## src/cpa_defines.svh

```systemverilog
`ifndef CPA_DEFINES_SVH
`define CPA_DEFINES_SVH

// Register indices; byte address is four times the index
`define CPA_IDX_W          6
`define CPA_IDX_PIN_IN     6'h00
`define CPA_IDX_MODE       6'h02
`define CPA_IDX_OUT_LATCH  6'h04
`define CPA_IDX_DIR        6'h06
`define CPA_IDX_DRIVE      6'h08
`define CPA_IDX_MC_IN      6'h0a
`define CPA_IDX_OE_STAT    6'h0c

// Byte-address field holding the index
`define CPA_ADDR_IDX_LSB   2
`define CPA_ADDR_IDX_MSB   7

// Reset values
`define CPA_RST_MODE       8'h00
`define CPA_RST_OUT_LATCH  8'h00
`define CPA_RST_DIR        8'h00
`define CPA_RST_DRIVE      8'h00
`define CPA_RST_MC         8'h00
`define CPA_RST_RDATA      32'h0000_0000

`endif

```

## src/cpa_pkg.sv

```systemverilog
package cpa_pkg;

   typedef enum logic [3:0] {
      CPA_ST_IDLE  = 4'b0001,
      CPA_ST_WDATA = 4'b0010,
      CPA_ST_RWAIT = 4'b0100,
      CPA_ST_RDATA = 4'b1000
   } cpa_bus_st_t;

   typedef logic [7:0] cpa_byte_t;

endpackage

```

## src/cpa_pin_sync.sv

```systemverilog
`timescale 1ns/1ps
`default_nettype none

// Three-stage pin synchroniser; a change counts once stages two and three agree
module cpa_pin_sync #(
   parameter int WIDTH = 8
) (
   input  wire logic             clk_i,
   input  wire logic             srst_i,
   input  wire logic [WIDTH-1:0] pin_i,
   output logic      [WIDTH-1:0] pin_o
);

   logic [WIDTH-1:0] s1_q;
   logic [WIDTH-1:0] s2_q;
   logic [WIDTH-1:0] s3_q;
   logic [WIDTH-1:0] out_q;
   logic [WIDTH-1:0] out_d;

   genvar gi;
   generate
      for (gi = 0; gi < WIDTH; gi++) begin : g_bit
         assign out_d[gi] = (s2_q[gi] == s3_q[gi]) ? s3_q[gi] : out_q[gi];
      end
   endgenerate

   always_ff @(posedge clk_i) begin
      if (srst_i) begin
         s1_q  <= '0;
         s2_q  <= '0;
         s3_q  <= '0;
         out_q <= '0;
      end else begin
         s1_q  <= pin_i;
         s2_q  <= s1_q;
         s3_q  <= s2_q;
         out_q <= out_d;
      end
   end

   assign pin_o = out_q;

endmodule

`default_nettype wire

```

## src/cpa_port_regs.sv

```systemverilog
// What this block does
// - The output-latch register stores written data, drives it out in I/O output mode, resets to 0.
// - Each direction bit makes its pin an input at 0 and an output at 1 while its mode bit is 0 (mode 1 forces output); resets to 0.
// - Each drive bit selects push-pull at 0 and open-drain at 1; resets to 0.
// - Reading the macrocell-input register returns the input macrocell latches, not live pins.
// - Reading the output-enable status register returns each driver's enable, 0 meaning input or an open-drain pin released at 1.
//
// The AHB-Lite slave port was decided locally.
`timescale 1ns/1ps
`default_nettype none
`include "cpa_defines.svh"

module cpa_port_regs
   import cpa_pkg::*;
#(
   parameter int WIDTH = 8
) (
   input  wire logic             clk_i,
   input  wire logic             srst_i,
   input  wire logic             hsel_i,
   input  wire logic [31:0]      haddr_i,
   input  wire logic [1:0]       htrans_i,
   input  wire logic             hwrite_i,
   input  wire logic [2:0]       hsize_i,
   input  wire logic [31:0]      hwdata_i,
   input  wire logic             hready_i,
   output logic      [31:0]      hrdata_o,
   output logic                  hreadyout_o,
   output logic                  hresp_o,
   input  wire logic [WIDTH-1:0] pad_in_i,
   output logic      [WIDTH-1:0] pad_out_o,
   output logic      [WIDTH-1:0] pad_oe_o,
   output logic      [WIDTH-1:0] pad_drive_type_o,
   input  wire logic [WIDTH-1:0] addr_out_i,
   input  wire logic [WIDTH-1:0] mc_load_i
);

   // Matches a captured word index against a register index
   function automatic logic idx_hit(input logic [`CPA_IDX_W-1:0] idx,
                                    input logic [`CPA_IDX_W-1:0] reg_idx);
      idx_hit = (idx == reg_idx);
   endfunction

   cpa_bus_st_t              st_q;
   cpa_bus_st_t              st_d;
   logic [`CPA_IDX_W-1:0]    idx_q;
   logic [31:0]              rdata_q;
   logic [WIDTH-1:0]         mode_q;
   logic [WIDTH-1:0]         latch_q;
   logic [WIDTH-1:0]         dir_q;
   logic [WIDTH-1:0]         drv_q;
   logic [WIDTH-1:0]         mc_q;
   logic [WIDTH-1:0]         pin_out_q;
   logic [WIDTH-1:0]         pin_oe_q;
   logic [WIDTH-1:0]         pin_sync;
   logic [WIDTH-1:0]         mc_d;
   logic [WIDTH-1:0]         out_val;
   logic [WIDTH-1:0]         oe_val;
   logic [WIDTH-1:0]         wbyte;
   logic [WIDTH-1:0]         rd_byte;
   logic [`CPA_IDX_W-1:0]    addr_idx;
   wire                      accept;
   wire                      wr_now;
   wire                      we_mode;
   wire                      we_latch;
   wire                      we_dir;
   wire                      we_drv;

   cpa_pin_sync #(
      .WIDTH (WIDTH)
   ) u_sync (
      .clk_i  (clk_i),
      .srst_i (srst_i),
      .pin_i  (pad_in_i),
      .pin_o  (pin_sync)
   );

   // Bus decode; base selection arrives on hsel
   assign addr_idx = haddr_i[`CPA_ADDR_IDX_MSB:`CPA_ADDR_IDX_LSB];
   assign accept   = hsel_i & htrans_i[1] & hready_i;
   assign wr_now   = (st_q == CPA_ST_WDATA);
   assign wbyte    = hwdata_i[WIDTH-1:0];
   assign we_mode  = wr_now & idx_hit(idx_q, `CPA_IDX_MODE);
   assign we_latch = wr_now & idx_hit(idx_q, `CPA_IDX_OUT_LATCH);
   assign we_dir   = wr_now & idx_hit(idx_q, `CPA_IDX_DIR);
   assign we_drv   = wr_now & idx_hit(idx_q, `CPA_IDX_DRIVE);

   always_comb begin
      st_d = CPA_ST_IDLE;
      case (st_q)
         CPA_ST_RWAIT: begin
            st_d = CPA_ST_RDATA;
         end
         CPA_ST_IDLE, CPA_ST_WDATA, CPA_ST_RDATA: begin
            if (accept) begin
               st_d = hwrite_i ? CPA_ST_WDATA : CPA_ST_RWAIT;
            end
         end
         default: begin
            st_d = CPA_ST_IDLE;
         end
      endcase
   end

   // Read selection; unmapped offsets read zero
   always_comb begin
      rd_byte = '0;
      case (idx_q)
         `CPA_IDX_PIN_IN:    rd_byte = pin_sync;
         `CPA_IDX_MODE:      rd_byte = mode_q;
         `CPA_IDX_OUT_LATCH: rd_byte = latch_q;
         `CPA_IDX_DIR:       rd_byte = dir_q;
         `CPA_IDX_DRIVE:     rd_byte = drv_q;
         `CPA_IDX_MC_IN:     rd_byte = mc_q;
         `CPA_IDX_OE_STAT:   rd_byte = pin_oe_q;
         default:            rd_byte = '0;
      endcase
   end

   // Pin driver: address output overrides the latch, open drain only pulls low
   assign out_val = (mode_q & addr_out_i) | (~mode_q & latch_q);
   assign oe_val  = (mode_q | dir_q) & ~(drv_q & out_val);
   assign mc_d    = (mc_load_i & pin_sync) | (~mc_load_i & mc_q);

   always_ff @(posedge clk_i) begin
      if (srst_i) begin
         st_q  <= CPA_ST_IDLE;
         idx_q <= '0;
      end else begin
         st_q <= st_d;
         if (accept) begin
            idx_q <= addr_idx;
         end
      end
   end

   always_ff @(posedge clk_i) begin
      if (srst_i) begin
         rdata_q <= `CPA_RST_RDATA;
      end else if (st_q == CPA_ST_RWAIT) begin
         rdata_q <= {{(32-WIDTH){1'b0}}, rd_byte};
      end
   end

   always_ff @(posedge clk_i) begin
      if (srst_i) begin
         mode_q  <= `CPA_RST_MODE;
         latch_q <= `CPA_RST_OUT_LATCH;
         dir_q   <= `CPA_RST_DIR;
         drv_q   <= `CPA_RST_DRIVE;
      end else begin
         if (we_mode) begin
            mode_q <= wbyte;
         end
         if (we_latch) begin
            latch_q <= wbyte;
         end
         if (we_dir) begin
            dir_q <= wbyte;
         end
         if (we_drv) begin
            drv_q <= wbyte;
         end
      end
   end

   always_ff @(posedge clk_i) begin
      if (srst_i) begin
         mc_q      <= `CPA_RST_MC;
         pin_out_q <= '0;
         pin_oe_q  <= '0;
      end else begin
         mc_q      <= mc_d;
         pin_out_q <= out_val;
         pin_oe_q  <= oe_val;
      end
   end

   assign hrdata_o         = rdata_q;
   assign hreadyout_o      = (st_q != CPA_ST_RWAIT);
   assign hresp_o          = 1'b0;
   assign pad_out_o        = pin_out_q;
   assign pad_oe_o         = pin_oe_q;
   assign pad_drive_type_o = drv_q;
endmodule

`default_nettype wire

```

## config.mk

```make
export PLATFORM = sky130hd
export DESIGN_NAME = cpa_port_regs
export DESIGN_NICKNAME = d
export VERILOG_FILES = /design/src/cpa_pkg.sv /design/src/cpa_pin_sync.sv /design/src/cpa_port_regs.sv
export VERILOG_INCLUDE_DIRS = /design/src
export SDC_FILE = /design/constraint.sdc
export NUM_CORES = 1
export LEC_CHECK = 0
export BUFFER_PORTS_ARGS = -buffer_cell sky130_fd_sc_hd__buf_4
export CORE_ASPECT_RATIO = 0.9
export CORE_MARGIN = 2
export CORE_UTILIZATION = 55
export CTS_BUF_LIST = sky130_fd_sc_hd__clkbuf_4
export DETAILED_ROUTE_END_ITERATION = 10
export GPL_ROUTABILITY_DRIVEN = 0
export HOLD_SLACK_MARGIN = 0.05
export PLACE_DENSITY = 0.87
export SETUP_SLACK_MARGIN = 0.15
export SYNTH_ARGS = -nofsm -noshare
export SYNTH_HDL_FRONTEND = slang
export SYNTH_SLANG_ARGS = --single-unit
```

## constraint.sdc

```tcl
create_clock -name clk_i -period 5.2 [get_ports clk_i]
set_input_delay 0 -clock clk_i [delete_from_list [all_inputs] [get_ports clk_i]]
set_output_delay 0 -clock clk_i [all_outputs]
set_load 0.02 [all_outputs]
```

# Word-level counts from Yosys, hierarchy flattened
# Index checks and enable logic that the tools add are counted.
# totals
reg_bits	106
input_bits	98
output_inout_bits	58
elab_cells	64
# op_classes
n_eq_ne	19
muxes	4
bitwise_logic	18
reduce_logical	2
# ops
op	n
8-bit case mux with 7 select lines	1
8-bit AND	6
8-bit inverter	3
8-bit OR	3
6-bit by 4-bit equality test with 1-bit output (second input constant)	3
6-bit by 3-bit equality test with 1-bit output (second input constant)	2
1-bit equality test	8
4-bit case mux with 2 select lines	1
1-bit AND	6
6-bit by 2-bit equality test with 1-bit output (second input constant)	1
6-bit logical NOT	1
3-bit two-way mux	2
4-bit by 1-bit equality test with 1-bit output (second input constant)	1
4-bit by 2-bit equality test with 1-bit output (second input constant)	1
4-bit by 3-bit equality test with 1-bit output (second input constant)	1
4-bit equality test (second input constant)	1
4-bit by 3-bit inequality test with 1-bit output (second input constant)	1
3-bit OR reduction	1

# Depth between registers and ports, before layout
# logic_depth
depth_word	6
mapped_depth	6
mapped_depth_nobuf	4

# Modules after synthesis
# From an unflattened synthesis, not the netlist that was laid out.
# unflattened
cells_unflattened	423
area_unflattened_um2	4281.6
# by_module_without_submodules
module	instances	cells_each	area_per_inst_um2	seq_area_each_um2
cpa_port_regs	1	340	3358.2	1481.4
cpa_pin_sync	1	83	923.4	640.6

# Worst setup path after synthesis
# Ideal clock, no wire load.
# synth_path
path_kind	reg-to-reg
from	register st_q[0]
to	register rdata_q[1] (netlist: hrdata_o[1])
setup_ps	86
t_arrival_ps	1576
required_time_ps	5114
slack_ps	3538
stages_incl_launch_ff	5
n_path_buf	1
synth_period_minus_slack_ps	1662
path_cell_list	dfxtp_1 > or4b_1 > buf_2 > a311o_4 > a221oi_2
# synth_between
elab_chain_len	1
# synth_lines
element	line	text
start, declared	cpa_port_regs.sv:44	cpa_bus_st_t st_q;
start signal, assigned	cpa_port_regs.sv:130	st_q <= st_d;
4-bit by 3-bit equality test with 1-bit output	cpa_port_regs.sv:140	end else if (st_q == CPA_ST_RWAIT) begin
end signal, assigned	cpa_port_regs.sv:139	rdata_q <= `CPA_RST_RDATA;
end signal, assigned	cpa_port_regs.sv:141	rdata_q <= {{(32-WIDTH){1'b0}}, rd_byte};
end, declared	cpa_port_regs.sv:47	logic [31:0] rdata_q;
# Every way passes these cells.
# A chain may end at the register's enable or synchronous reset.

# Final worst setup path
# layout_path
from	register idx_q[2]
to	register rdata_q[2] (netlist: hrdata_o[2])
# layout_between
elab_chain_len	2
elab_cells_between_ends	8
cone_classes	eq/ne (6); mux (1); reduce/logical (1)
# layout_lines
element	line	text
start, declared	cpa_port_regs.sv:46	logic [`CPA_IDX_W-1:0] idx_q;
start signal, assigned	cpa_port_regs.sv:132	idx_q <= addr_idx;
6-bit by 4-bit equality test with 1-bit output (tied with other cells)	cpa_port_regs.sv:108	case (idx_q)
8-bit case mux with 7 select lines (*)	cpa_port_regs.sv:108	
# Mark *: on every way between the ends. The rest lies on a longest branch, timed or not.

==> flow_summary.json <==
{
  "status": "complete, no violations",
  "power_density_nw_per_um2": 261,
  "tightest_slew_ns": 1.05,
  "p_int_mw": 1.07,
  "cts_htree_levels": 3,
  "drive_gt1_share_pct": 18.8,
  "worst_ep_arrival_time_ns": 3.12,
  "report.final.hold_viol_count": 0,
  "slew-limit-headroom_pct": 30.1,
  "grt_pass1_vias": 3459,
  "cts_resized": 0,
  "viasPerCell": 5.50,
  "critPathLaunchType": "flip-flop",
  "insertion_delay_ns": 0.46,
  "seq_power_share_pct": 59.4,
  "ys_ff_latch": 106,
  "p_leak_nw": 2.21,
  "crit_path_end_kind": "flip-flop",
  "yosysSeqAreaShare_pct": 49.2,
  "finalSetupViolations": 0,
  "critPathTopFamily": "simple AND/OR/NAND/NOR gates",
  "pwr-share-comb_pct": 7.9,
  "clock_path_buffers": 2,
  "required_ns": 5.56,
  "crit_cells": 4,
  "synth.cell_area_um2": 4310,
  "drc_errors": 0,
  "syn_to_final_growth_pct": 24.3,
  "die_w_um": 97.3,
  "hold_depth": 2,
  "synthArstFlopShare_pct": 0,
  "hpwlAfterDp_um": 6740,
  "io_pins": 156,
  "drtIter0Drc": 216,
  "cap_violations": 0,
  "cts_buffers": 9,
  "antenna_found_initial": 0,
  "fp-row-count": 30,
  "max_freq_mhz": 362,
  "firstDrtPassIters": 5,
  "period_needed_ns": 2.76,
  "fin_total_pwr_mw": 1.40,
  "ys_warn_count": 0,
  "whs_ns": 0.175,
  "fp.dieArea_um2": 8560,
  "antenna_cells": 0,
  "grt_max_degree": 106,
  "cts_sinks": 106,
  "synth_ff_type": "dfxtp_1",
  "synth-edff-count": 0,
  "critPathBufInv": 0,
  "die_h_um": 88.0,
  "initial_core_util_pct": 56.8,
  "cts.reportedPaths.clkPinSlew_ns": 0.17,
  "route.vias.total": 3598,
  "switching_share_pct": 23.6,
  "switchingPower_uw": 330,
  "instances_no_fill": 654,
  "cts_tree": "done",
  "wire_per_inst_um": 15.7,
  "totalWireLength_um": 10300,
  "grt_setup_unrepaired": "false",
  "final_nets": 651,
  "worst_hold_path_type": "in -> reg",
  "fin_area_um2": 5360,
  "grt_util_all_layers_pct": 23.9,
  "reg2reg_depth": 4,
  "critPathSlowestCell": "dfxtp_1",
  "root_buffer": "clkbuf_4",
  "portBuffers": 76,
  "fin_tns_setup_ns": 0,
  "critical-path-max-stage-delay_ns": 0.89,
  "path_max_fanout": 18,
  "synth.avg_cell_area_um2": 9.54,
  "dp.cells": 599,
  "drv_slew": 0,
  "path_cells": "nor2b_1 -> and2_1 -> a21oi_1 -> a311oi_1",
  "fin_skew_ns": 0.0229,
  "critical_path_class": "reg -> reg",
  "design.core.area_um2": 7580,
  "grt-ovfl-total": 0,
  "clock_power_share_pct": 32.7,
  "antenna_left": 0,
  "ir_drop_v": 0.000146,
  "finalCritPeriodShare_pct": 53.1,
  "synth_cell_types": 39,
  "synthCells": 452,
  "place_area_um2": 4810,
  "grt_pass1_wl_um": 16300
}
-- synth_stat cells, types with 2 or more instances --
cell | count | area share [%]
dfxtp_1 | 106 | 49
nor2_1 | 54 | 4.7
mux2i_1 | 46 | 11
nor2b_1 | 36 | 5.2
a21oi_1 | 33 | 3.8
nand2_1 | 30 | 2.6
buf_4 | 25 | 4.4
nand3_1 | 22 | 2.6
clkbuf_1 | 12 | 1.0
a22oi_1 | 11 | 1.9
nor3_1 | 11 | 1.3
o21ai_0 | 10 | 1.2
buf_2 | 8 | 0.93
o21a_1 | 5 | 0.87
buf_1 | 4 | 0.35
mux2_2 | 4 | 1.0
o221ai_1 | 4 | 0.81
a22o_1 | 3 | 0.61
a311oi_2 | 3 | 1.0
a32oi_1 | 3 | 0.61
nor4b_1 | 2 | 0.41
or4_1 | 2 | 0.35
or4b_1 | 2 | 0.46
-- final cells by class --
cell class,count,area (um^2)
multi-input combinational,319,1980
inverter,1,3.75
clock inverter,7,92.6
timing repair buffer,116,968
clock buffer,9,67.6
sequential,106,2120
tap,96,120
fill,559,2230
-- power by group through the flow --
| stage | logic, mW | registers (mW) | clock network [mW] |
|---|---|---|---|
| global route | 0.118 | 0.834 | 0.502 |
| finish | 0.111 | 0.832 | 0.457 |
| global placement | 0.0836 | 0.849 | 0 |
| floorplan | 0.0688 | 0.844 | 0 |
| CTS | 0.108 | 0.832 | 0.464 |
| detailed placement | 0.0850 | 0.849 | 0 |
-- cells in the final DEF, fill, tap and decap left out, types with 2 or more instances in the layout --
master	instances
conb_1	25
or4b_1	2
o221ai_1	4
a22o_1	3
nand2_1	30
dfxtp_1	106
nor2_1	54
clkbuf_4	9
clkinv_1	2
mux2i_1	46
bufinv_16	2
dlygate4sd3_1	39
nand3_1	22
buf_4	77
mux2_2	4
nor2b_1	36
o21ai_0	10
a21oi_1	33
nor4b_2	2
a22oi_1	11
nor3_1	11
a32oi_1	3
a311oi_2	3
or4_1	2
o21a_1	5
-- metal layers --
metal  vias to the layer above  global-route usage, %  wire length, um
met1                      1675                   28.2             4250
met2                       164                   43.1             5130
li1                       1731                      -                -
met5                         -                      0                0
met4                         0                   8.59              223
met3                        28                   5.75              660
-- per-stage QoR --
stage          utilization (%)  setup WS (ns)
2_1_floorplan                -           3.54
3_3_place_gp              63.4           2.45
3_5_place_dp              63.4           2.50
4_1_cts                   70.6           2.46
5_1_grt                   70.6           2.24
6_report                  70.6           2.44
-- state kept, by name (all words and copies together), names as in the netlist, named ones only --
name,flops
idx_q,6
u_sync.s3_q,8
pad_oe_o,8
hrdata_o,8
pad_out_o,8
dir_q,8
u_sync.pin_o,8
u_sync.s2_q,8
u_sync.s1_q,8
latch_q,8
st_q,4
mode_q,8
pad_drive_type_o,8
-- what timing repair did --
action | CTS | global route
hold endpoints to repair | 72 | 0
hold buffers | 39 | 0
setup buffers | 0 | 0
setup endpoints to repair | 0 | 0
-- final timing paths --
kind	from	end	slack [ns]
setup / recovery	idx_q[2]$_SDFFE_PP0N_	hrdata_o[2]$_SDFFE_PP0N_	2.44
hold / removal	srst_i	mode_q[0]$_SDFFE_PP0P_	0.17
setup reg to reg	idx_q[2]$_SDFFE_PP0N_	hrdata_o[2]$_SDFFE_PP0N_	2.44
hold reg to reg	u_sync.s1_q[3]$_SDFF_PP0_	u_sync.s2_q[3]$_SDFF_PP0_	0.45
-- cells by family after synthesis --
| family | count (synthesis) | synth area share (%) |
|---|---|---|
| and+or+nand+nor | 165 | 18.9 |
| buffers and inverters | 51 | 7.02 |
| xor gates and xnor gates | 1 | 0.203 |
| other | 1 | 0.0870 |
| muxes | 51 | 12.2 |
| DFF | 106 | 49.2 |
| AOI/OAI and AO/OA | 77 | 12.3 |
(Power assumes the default switching activity.)
